$ cat src/common/smc_pkg.sv
package smc_pkg;
    // channel counts
    localparam int NUM_IN   = 24;          // input channels
    localparam int NUM_SRC  = NUM_IN + 1;  // inputs plus direct input
    localparam int NUM_BUS  = 16;          // mix bus masters
    localparam int NUM_GRP  = 5;           // mute groups
    localparam int OUT_GRP  = 4;           // index of group five
    localparam int NUM_SYNC = NUM_SRC + NUM_BUS + 2;

    // timing
    localparam int CLK_KHZ       = 250_000;
    localparam int LATCH_MS      = 1000;   // solo latch window
    localparam int DATA_LED_MS   = 50;     // data led flash
    localparam int BAUD_RATE     = 115_200;
    localparam int BAUD_DIV      = (CLK_KHZ * 1000) / BAUD_RATE;
    localparam int TMR_W         = 28;
    localparam int BAUD_W        = 12;
    localparam int FRAME_BITS    = 10;     // start, 8 data, stop

    // apb register byte offsets
    localparam logic [7:0] OFF_CTRL     = 8'h00;
    localparam logic [7:0] OFF_CLEAR    = 8'h04;
    localparam logic [7:0] OFF_GRP_IN   = 8'h08;  // five words, one per group
    localparam logic [7:0] OFF_GRP5_OUT = 8'h1C;
    localparam logic [7:0] OFF_SOLO_IN  = 8'h20;
    localparam logic [7:0] OFF_SOLO_OUT = 8'h24;
    localparam logic [7:0] OFF_TRACK    = 8'h28;

    // field positions
    localparam int F_MST_L   = 16;
    localparam int F_MST_R   = 17;
    localparam int F_CLEAR   = 0;

    // tracking message: header in top bits, target code in low bits
    localparam logic [2:0] MSG_HDR  = 3'h5;
    localparam logic [4:0] TGT_MSTL = 5'h10;
    localparam logic [4:0] TGT_MSTR = 5'h11;

    // control register layout, high bits first
    typedef struct packed {
        logic       out_pfl;   // bit 10 output_prefade_force
        logic       in_pfl;    // bit 9 input_prefade_force
        logic       solo_add;  // bit 8
        logic       phones;    // bit 7 headphone mute
        logic       stereo;    // bit 6 stereo monitor mute
        logic       mono;      // bit 5 mono monitor mute
        logic [4:0] grp_on;    // bits 4:0 group masters
    } smc_ctrl_t;
    localparam int CTRL_W = $bits(smc_ctrl_t);

    // monitor mute bundle
    typedef struct packed {
        logic phones;
        logic stereo;
        logic mono;
    } smc_mon_t;

    typedef enum logic [1:0] {
        CLS_NONE,
        CLS_IN,
        CLS_BUS,
        CLS_MST
    } smc_cls_t;
endpackage

$ cat src/smc_solo_mute.sv
`timescale 1ns/1ps
// Function
// five groups; group five adds bus masters
// active group master mutes members, lights led
// group mutes hold until master released
// mono and stereo monitor mutes with leds
// headphone mute with status led
// prefade bus output always active, unmuted
// default listen mode is after fade
// without add mode, new solo cancels others
// presses within one second latch together
// add mode keeps all selected solos
// input force puts input solos prefade
// output force puts bus, master solos prefade
// both forces make every solo prefade
// clear led lit while any solo active
// clear-all cancels input and bus solos
// master solos latch, ignore clear-all
// inputs over buses over masters priority
// deselect reverts to next class, own mode
// no solo means listen buses silent
// bus or master press sends serial message
// data led flashes per message
// tracking follows priority and clear-all
// master left/right mutes join group five
// serial byte format chosen, 8N1 framing
module smc_solo_mute import smc_pkg::*; #(
    parameter int LATCH_CYC = LATCH_MS * CLK_KHZ,    // solo latch window
    parameter int LED_CYC   = DATA_LED_MS * CLK_KHZ  // data led flash
) (
    input  wire logic                clk_i,            // 250 MHz clock
    input  wire logic                rst_n_i,          // sync reset
    input  wire logic                psel_i,           // apb select
    input  wire logic                penable_i,        // apb enable
    input  wire logic                pwrite_i,         // apb write
    input  wire logic [7:0]          paddr_i,          // apb address
    input  wire logic [31:0]         pwdata_i,         // apb write data
    output logic      [31:0]         prdata_o,         // apb read data
    output logic                     pready_o,         // apb ready
    output logic                     pslverr_o,        // apb error
    input  wire logic [NUM_SRC-1:0]  src_solo_sw_i,    // input/direct solo keys
    input  wire logic [NUM_BUS-1:0]  bus_solo_sw_i,    // bus master solo keys
    input  wire logic [1:0]          mst_solo_sw_i,    // latching master solos
    output logic      [NUM_IN-1:0]   ch_mute_o,        // channel mutes
    output logic      [NUM_BUS-1:0]  bus_mute_o,       // bus master mutes
    output logic      [1:0]          mst_mute_o,       // master l/r mutes
    output logic      [NUM_GRP-1:0]  grp_led_o,        // group master leds
    output smc_mon_t                 mon_mute_o,       // monitor mutes
    output smc_mon_t                 mon_led_o,        // monitor mute leds
    output logic                     prefade_bus_out_o,// prefade output on
    output logic      [NUM_SRC-1:0]  src_listen_o,     // inputs to listen bus
    output logic      [NUM_BUS-1:0]  bus_listen_o,     // buses to listen bus
    output logic      [1:0]          mst_listen_o,     // masters to listen bus
    output logic                     after_fade_listen_o, // afl bus fed
    output logic                     prefade_listen_o, // pfl bus fed
    output logic      [NUM_SRC-1:0]  src_solo_led_o,   // input solo leds
    output logic      [NUM_BUS-1:0]  bus_solo_led_o,   // bus solo leds
    output logic                     clear_led_o,      // any solo led
    output logic                     data_led_o,       // serial activity
    output logic                     txd_o             // serial to equaliser
);

    // lowest set bit of a bus vector
    function automatic logic [4:0] first_idx(input logic [NUM_BUS-1:0] v);
        logic [4:0] r;
        r = '0;
        for (int i = NUM_BUS - 1; i >= 0; i--) begin
            if (v[i]) begin
                r = 5'(i);
            end
        end
        return r;
    endfunction

    // mapped, word-aligned offset
    function automatic logic word_hit(input logic [7:0] a);
        return (a[1:0] == 2'b00) && (a <= OFF_TRACK);
    endfunction

    smc_ctrl_t              ctrl;
    logic [NUM_IN-1:0]      grp_in [NUM_GRP];
    logic [NUM_BUS+1:0]     grp5_out;
    logic [NUM_SYNC-1:0]    sync1, sync2, sync3;
    logic [NUM_SRC-1:0]     solo_src, next_solo_src;
    logic [NUM_BUS-1:0]     solo_bus, next_solo_bus;
    logic [1:0]             mst;
    logic [TMR_W-1:0]       win_tmr;
    logic                   clear_pulse;
    smc_cls_t               cls;
    logic [4:0]             tgt, next_tgt;
    logic                   tgt_ok, next_tgt_ok;
    logic                   send;
    logic [7:0]             pend_byte;
    logic                   pend;
    logic [FRAME_BITS-1:0]  shift;
    logic [3:0]             bits_left;
    logic [BAUD_W-1:0]      baud_cnt;
    logic [TMR_W-1:0]       led_tmr;
    logic                   wr, setup, hit;
    logic [NUM_SRC-1:0]     src_press;
    logic [NUM_BUS-1:0]     bus_press;
    logic [1:0]             mst_on;

    // apb strobes
    assign setup    = psel_i && !penable_i;
    assign hit      = word_hit(paddr_i);
    assign wr       = psel_i && penable_i && pwrite_i && hit;
    assign pready_o = 1'b1;

    // front panel keys, two-stage sync then edge stage
    always_ff @(posedge clk_i) begin
        if (!rst_n_i) begin
            sync1 <= '0;
            sync2 <= '0;
            sync3 <= '0;
        end else begin
            sync1 <= {mst_solo_sw_i, bus_solo_sw_i, src_solo_sw_i};
            sync2 <= sync1;
            sync3 <= sync2;
        end
    end

    // rising edges of the synced keys
    assign src_press = sync2[NUM_SRC-1:0] & ~sync3[NUM_SRC-1:0];
    assign bus_press = sync2[NUM_SRC+NUM_BUS-1:NUM_SRC]
                     & ~sync3[NUM_SRC+NUM_BUS-1:NUM_SRC];
    assign mst       = sync2[NUM_SYNC-1:NUM_SYNC-2];
    assign mst_on    = mst & ~sync3[NUM_SYNC-1:NUM_SYNC-2];

    // control and mute assignment registers
    always_ff @(posedge clk_i) begin
        if (!rst_n_i) begin
            ctrl     <= '0;
            grp5_out <= '0;
            for (int g = 0; g < NUM_GRP; g++) begin
                grp_in[g] <= '0;
            end
        end else if (wr) begin
            if (paddr_i == OFF_CTRL) begin
                ctrl <= smc_ctrl_t'(pwdata_i[CTRL_W-1:0]);
            end
            if (paddr_i == OFF_GRP5_OUT) begin
                grp5_out <= pwdata_i[NUM_BUS+1:0];
            end
            for (int g = 0; g < NUM_GRP; g++) begin
                if (paddr_i == OFF_GRP_IN + 8'(4 * g)) begin
                    grp_in[g] <= pwdata_i[NUM_IN-1:0];
                end
            end
        end
    end

    // clear-all strobe from a write of one
    always_ff @(posedge clk_i) begin
        if (!rst_n_i) begin
            clear_pulse <= 1'b0;
        end else begin
            clear_pulse <= wr && (paddr_i == OFF_CLEAR) && pwdata_i[F_CLEAR];
        end
    end

    // read data and error caught in the setup cycle
    always_ff @(posedge clk_i) begin
        if (!rst_n_i) begin
            prdata_o  <= '0;
            pslverr_o <= 1'b0;
        end else if (setup) begin
            pslverr_o <= !hit;
            prdata_o  <= '0;
            case (paddr_i)
                OFF_CTRL:     prdata_o <= 32'(ctrl);
                OFF_GRP5_OUT: prdata_o <= 32'(grp5_out);
                OFF_SOLO_IN:  prdata_o <= 32'(solo_src);
                OFF_SOLO_OUT: prdata_o <= {10'h000, 2'(cls), 2'b00,
                                           mst, solo_bus};
                OFF_TRACK:    prdata_o <= {26'h000_0000, tgt_ok, tgt};
                default: begin
                    for (int g = 0; g < NUM_GRP; g++) begin
                        if (paddr_i == OFF_GRP_IN + 8'(4 * g)) begin
                            prdata_o <= 32'(grp_in[g]);
                        end
                    end
                end
            endcase
        end
    end

    // group and monitor mutes, leds follow the mute state
    always_ff @(posedge clk_i) begin
        if (!rst_n_i) begin
            ch_mute_o         <= '0;
            bus_mute_o        <= '0;
            mst_mute_o        <= '0;
            grp_led_o         <= '0;
            mon_mute_o        <= '0;
            mon_led_o         <= '0;
            prefade_bus_out_o <= 1'b0;
        end else begin
            for (int i = 0; i < NUM_IN; i++) begin
                ch_mute_o[i] <= 1'b0;
                for (int g = 0; g < NUM_GRP; g++) begin
                    if (ctrl.grp_on[g] && grp_in[g][i]) begin
                        ch_mute_o[i] <= 1'b1;
                    end
                end
            end
            bus_mute_o <= ctrl.grp_on[OUT_GRP] ? grp5_out[NUM_BUS-1:0] : '0;
            mst_mute_o <= ctrl.grp_on[OUT_GRP]
                        ? {grp5_out[F_MST_R], grp5_out[F_MST_L]} : 2'b00;
            grp_led_o  <= ctrl.grp_on;
            mon_mute_o <= '{ctrl.phones, ctrl.stereo, ctrl.mono};
            mon_led_o  <= '{ctrl.phones, ctrl.stereo, ctrl.mono};
            prefade_bus_out_o <= 1'b1;
        end
    end

    // latch window restarts on every input or bus solo press
    always_ff @(posedge clk_i) begin
        if (!rst_n_i) begin
            win_tmr <= '0;
        end else if ((|src_press) || (|bus_press)) begin
            win_tmr <= TMR_W'(LATCH_CYC - 1);
        end else if (win_tmr != '0) begin
            win_tmr <= win_tmr - 1'b1;
        end
    end

    // solo selection: toggle, intercancel, latch, add, clear
    always_comb begin
        logic keep;
        keep          = ctrl.solo_add || (win_tmr != '0);
        next_solo_src = keep ? solo_src : (solo_src & src_press);
        next_solo_bus = keep ? solo_bus : (solo_bus & bus_press);
        if (!(|src_press) && !(|bus_press)) begin
            next_solo_src = solo_src;
            next_solo_bus = solo_bus;
        end
        next_solo_src = next_solo_src ^ src_press;
        next_solo_bus = next_solo_bus ^ bus_press;
        if (clear_pulse) begin
            next_solo_src = '0;
            next_solo_bus = '0;
        end
    end

    always_ff @(posedge clk_i) begin
        if (!rst_n_i) begin
            solo_src <= '0;
            solo_bus <= '0;
        end else begin
            solo_src <= next_solo_src;
            solo_bus <= next_solo_bus;
        end
    end

    // highest active class decides what is heard
    always_comb begin
        if (|solo_src) begin
            cls = CLS_IN;
        end else if (|solo_bus) begin
            cls = CLS_BUS;
        end else if (|mst) begin
            cls = CLS_MST;
        end else begin
            cls = CLS_NONE;
        end
    end

    // listen routing and bus mode
    always_ff @(posedge clk_i) begin
        if (!rst_n_i) begin
            src_listen_o        <= '0;
            bus_listen_o        <= '0;
            mst_listen_o        <= '0;
            after_fade_listen_o <= 1'b0;
            prefade_listen_o    <= 1'b0;
            src_solo_led_o      <= '0;
            bus_solo_led_o      <= '0;
            clear_led_o         <= 1'b0;
        end else begin
            src_listen_o   <= (cls == CLS_IN)  ? solo_src : '0;
            bus_listen_o   <= (cls == CLS_BUS) ? solo_bus : '0;
            mst_listen_o   <= (cls == CLS_MST) ? mst : 2'b00;
            src_solo_led_o <= solo_src;
            bus_solo_led_o <= solo_bus;
            clear_led_o    <= (|solo_src) || (|solo_bus) || (|mst);
            case (cls)
                CLS_IN: begin
                    prefade_listen_o    <= ctrl.in_pfl;
                    after_fade_listen_o <= !ctrl.in_pfl;
                end
                CLS_BUS, CLS_MST: begin
                    prefade_listen_o    <= ctrl.out_pfl;
                    after_fade_listen_o <= !ctrl.out_pfl;
                end
                default: begin
                    prefade_listen_o    <= 1'b0;
                    after_fade_listen_o <= 1'b0;
                end
            endcase
        end
    end

    // equaliser tracking target from bus and master solos
    always_comb begin
        logic [NUM_BUS-1:0] new_bus;
        new_bus     = bus_press & next_solo_bus;
        next_tgt    = tgt;
        next_tgt_ok = 1'b0;
        if (|new_bus) begin
            next_tgt    = first_idx(new_bus);
            next_tgt_ok = 1'b1;
        end else if (|next_solo_bus) begin
            next_tgt_ok = 1'b1;
            if (!(tgt_ok && tgt < TGT_MSTL && next_solo_bus[tgt[3:0]])) begin
                next_tgt = first_idx(next_solo_bus);
            end
        end else if (|mst) begin
            next_tgt    = mst[0] ? TGT_MSTL : TGT_MSTR;
            next_tgt_ok = 1'b1;
        end
    end

    always_ff @(posedge clk_i) begin
        if (!rst_n_i) begin
            tgt    <= '0;
            tgt_ok <= 1'b0;
            send   <= 1'b0;
        end else begin
            tgt    <= next_tgt;
            tgt_ok <= next_tgt_ok;
            send   <= next_tgt_ok && ((next_tgt != tgt) || !tgt_ok
                      || (|(bus_press & next_solo_bus))
                      || ((|mst_on) && !(|next_solo_bus)));
        end
    end

    // serial sender, 8N1, one message held while busy
    always_ff @(posedge clk_i) begin
        if (!rst_n_i) begin
            pend      <= 1'b0;
            pend_byte <= '0;
            shift     <= '1;
            bits_left <= '0;
            baud_cnt  <= '0;
        end else begin
            if (send) begin
                pend      <= 1'b1;
                pend_byte <= {MSG_HDR, tgt};
            end
            if (bits_left != '0) begin
                if (baud_cnt == BAUD_W'(BAUD_DIV - 1)) begin
                    baud_cnt  <= '0;
                    shift     <= {1'b1, shift[FRAME_BITS-1:1]};
                    bits_left <= bits_left - 1'b1;
                end else begin
                    baud_cnt <= baud_cnt + 1'b1;
                end
            end else if (pend && !send) begin
                pend      <= 1'b0;
                shift     <= {1'b1, pend_byte, 1'b0};
                bits_left <= 4'(FRAME_BITS);
                baud_cnt  <= '0;
            end
        end
    end

    always_ff @(posedge clk_i) begin
        if (!rst_n_i) begin
            txd_o <= 1'b1;
        end else begin
            txd_o <= (bits_left != '0) ? shift[0] : 1'b1;
        end
    end

    // data led flash on each message
    always_ff @(posedge clk_i) begin
        if (!rst_n_i) begin
            led_tmr    <= '0;
            data_led_o <= 1'b0;
        end else begin
            if (send) begin
                led_tmr <= TMR_W'(LED_CYC - 1);
            end else if (led_tmr != '0) begin
                led_tmr <= led_tmr - 1'b1;
            end
            data_led_o <= send || (led_tmr != '0);
        end
    end

endmodule // smc_solo_mute

$ cat config.mk
export PLATFORM = sky130hd
export DESIGN_NAME = smc_solo_mute
export DESIGN_NICKNAME = d
export VERILOG_FILES = /design/src/common/smc_pkg.sv /design/src/smc_solo_mute.sv
export SDC_FILE = /design/constraint.sdc
export NUM_CORES = 1
export LEC_CHECK = 0
export ABC_AREA = 0
export BUFFER_PORTS_ARGS = -buffer_cell sky130_fd_sc_hd__buf_2
export CAP_MARGIN = 20
export CORE_MARGIN = 5
export CORE_UTILIZATION = 45
export DETAILED_ROUTE_END_ITERATION = 12
export GPL_TIMING_DRIVEN = 0
export PLACE_DENSITY_LB_ADDON = 0.15
export SETUP_SLACK_MARGIN = 0.15
export SYNTH_ARGS = -nofsm -noshare
export SYNTH_HDL_FRONTEND = slang
export SYNTH_SLANG_ARGS = --single-unit
$ cat constraint.sdc
create_clock -name clk_i -period 7.72 [get_ports clk_i]
set_input_delay 0.772 -clock clk_i [delete_from_list [all_inputs] [get_ports clk_i]]
set_output_delay 0.772 -clock clk_i [all_outputs]
set_load 0.01 [all_outputs]
==> results.ini <==
[logic_synthesis]
syn_area_um2 = 22000
ys_ff_latch = 581
synth-edff-count = 120
synth.top_cell.area_share_pct = 41.9
synth.most_common_cell = dfxtp_1
yosys.area.top_type = dfxtp_1
ys_seq_area_share_pct = 58.3
ys.flop_type = dfxtp_1
synth_cells = 2146
synth_area_per_cell_um2 = 10.3
async_reset_ff_share_pct = 0
synth_cell_types = 81
synthTopCellsByArea = dfxtp_1 42%, edfxtp_1 16%, and2_1 6.1%
netlist_top_cells_count = 461 x dfxtp_1, 220 x nor2_1, 214 x and2_1
yosysWarnings = 0

[critical_path]
cp_slowest_cell = or4b_1
arrival_ns = 4.38
reg2reg_slack_ns = 3.80
crit_type = reg2reg
endpoint_kind = flop
crit_family = compound AO/OA/AOI/OAI gates
crit_chain = inv_1 -> ha_1 -> or4b_1 -> nor3_2 -> and4b_1 -> o211ai_1 -> a41oi_1 -> o21ai_0 -> a211o_1 -> a311oi_4 -> nand2b_1 -> a221oi_1 -> nor3_1
critPathLaunchType = flop
cp_slowest_stage_delay_ns = 0.56
cp.required_ns = 8.18
crit_buf_inv = 1
path_max_fanout = 6

[clock_network]
clkSlewWorstSetupHoldPaths_ns = 0.07
clock_latency_ns = 0.64
cts_buffers = 59
ctsResizeCount = 0
cts_hold_buf = 0
clock_path_buffers = 3
htreeDepth = 2
root_buffer = clkbuf_16
cts_num_sinks = 581
post-cts-setup-buffers = 0
cts_tree = built

[route]
vias = 18100
drc = 0
wl_per_cell_um = 23.9
dr.pass1.iters = 8
ant_nets = 0
viasPerCell = 5.77
finalWirelength_um = 75100
first_iter_violations = 2319

[layout]
fillers = 4386
utilization_pct = 54.0
regArea_um2 = 12800
final_nets = 2562
area_delta_synth_final_pct = 19.4
drive_above_1_share_pct = 16.2
multi_input_area_um2 = 8530

[global_routing]
antenna_found_initial = 3
top_usage_layer = met2
grtUsageTotal_pct = 27.2
overflow = 0
grt_max_degree = 17
met1_usage_pct = 36.8
use_met3_pct = 8.11
grt_pass1_vias = 17900
grt_pass1_wl_um = 111000
grt_use_met2_pct = 42.0

[sta]
worst_pin_slew_ns = 1.02
setup_viol = 0
fin_crit_ns = 3.92
finalCritPeriodShare_pct = 50.8
tns_ns = 0
slew_headroom_pct = 32.0
drv_slew = 0
clock_skew_ns = 0.0409
holdWs_ns = 0.257
max_freq_mhz = 255
fin_ws_ns = 3.80
rsz0062_at_grt = no
hold_viol_final = 0

[pwr]
total_power_mw = 6.99
pwr-share-seq_pct = 48.0
power_density_nw_per_um2 = 266
power_switching_mw = 1.74
ir_drop_uv = 172
combPwrFrac_pct = 9.1
p_leak_nw = 10.3
p_int_mw = 5.25
switching_share_pct = 24.9
clockPowerShare_pct = 42.8

[place]
dpl.hpwl_um = 55700
gp_congestion = 0.982
detailedPlace.worstSlack_ns = 3.58
portBuffers = 248

[outcome]
status = complete, no violations

[floorplanning]
pin_count = 265
dieArea_um2 = 53400
initial_core_util_pct = 45.2
fp.dieW_um = 231
die_y_um = 231
core_region_area_um2 = 48600
placementRows = 81

[job]
max_cap_viol_count = 0

[hold_path]
hp-class = in2reg

==> state kept, by name, summed over array words and instances, names as in the netlist, 6 cells and up <==
signal	count
src_listen_o	25
solo_bus	16
grp_in	120
bus_mute_o	16
bus_listen_o	16
bus_solo_led_o	16
grp5_out	18
baud_cnt	12
prdata_o	25
solo_src	25
sync3	43
ch_mute_o	24
sync1	43
src_solo_led_o	25
sync2	43
pend_byte	6
led_tmr	28
ctrl	11
win_tmr	28
shift	9
==> worst register-to-register path: cells and delay by family (launching register included) <==
| kind | cells | cell delay [ns] |
|---|---|---|
| AO/OA/AOI/OAI | 6 | 1.80 |
| adder cells (fa/ha/maj) | 1 | 0.17 |
| buffers and inverters | 1 | 0.11 |
| flip-flops | 1 | 0.30 |
| AND/OR/NAND/NOR | 5 | 1.40 |
==> worst paths after layout <==
check,startpoint,to,cells after the start
worst max-delay path,win_tmr[0]$_SDFFE_PN0P_,tgt[2]$_SDFF_PN0_,13
worst min-delay path,rst_n_i,prefade_bus_out_o$_DFF_P_,1
worst max register to register,win_tmr[0]$_SDFFE_PN0P_,tgt[2]$_SDFF_PN0_,13
worst min register to register,sync1[18]$_SDFF_PN0_,sync2[18]$_SDFF_PN0_,1
==> stage by stage <==
stage | instances | area (um2)
finish | 3141 | 26300
global route | 3138 | 26300
CTS | 3138 | 26300
detailed placement | 3029 | 24200
global placement | 3022 | 24100
floorplan | 2152 | 22000
==> layout by cell type (no fill, tap or decap), drive strengths merged, types with 31 or more instances in the layout <==
| cell | instances |
|---|---|
| a21oi | 160 |
| a222oi | 41 |
| a22oi | 45 |
| and2 | 214 |
| buf | 273 |
| clkbuf | 198 |
| dfxtp | 461 |
| edfxtp | 120 |
| inv | 38 |
| nand2 | 124 |
| nand2b | 31 |
| nand3 | 31 |
| nor2 | 220 |
| nor2b | 47 |
| nor3 | 55 |
| nor4 | 38 |
| o21ai | 52 |
==> layout make-up <==
cell class / instances / share of cell area, %
inverter: 37 / 0.528
timing repair buffer: 255 / 5.25
clock inverter: 23 / 1.10
multi-input combinational: 1404 / 32.4
antenna: 3 / 0.0286
clock buffer: 86 / 6.82
buffer: 130 / 2.06
sequential: 581 / 48.8
tap: 622 / 2.96
==> power groups by stage <==
stage	logic (mW)	registers, mW	clock network, mW
CTS	0.631	3.35	3.03
detailed placement	0.628	3.42	0
finish	0.638	3.36	2.99
floorplan	0.406	3.38	0
global route	0.703	3.37	3.17
global placement	0.612	3.41	0
==> per-layer routing <==
metal / up-vias / part of all wire (%) / wire, um
met5: - / 0.023 / 17
met4: 2 / 3.7 / 2780
met3: 172 / 11 / 8190
met2: 982 / 44 / 32900
met1: 8662 / 42 / 31200
li1: 8311 / - / -
==> kinds of logic after synthesis <==
logic type               count (synthesis)  share of synthesized area (%)
flip-flops                             581                           58.3
AO/OA/AOI/OAI                          463                           14.6
buffers and inverters                  167                           3.09
XOR/XNOR                                45                           1.79
other                                    2                         0.0341
adder cells (fa/ha/maj)                  6                          0.341
multiplexers                             8                          0.364
AND/OR/NAND/NOR                        874                           21.5
(Power assumes the default switching activity.)
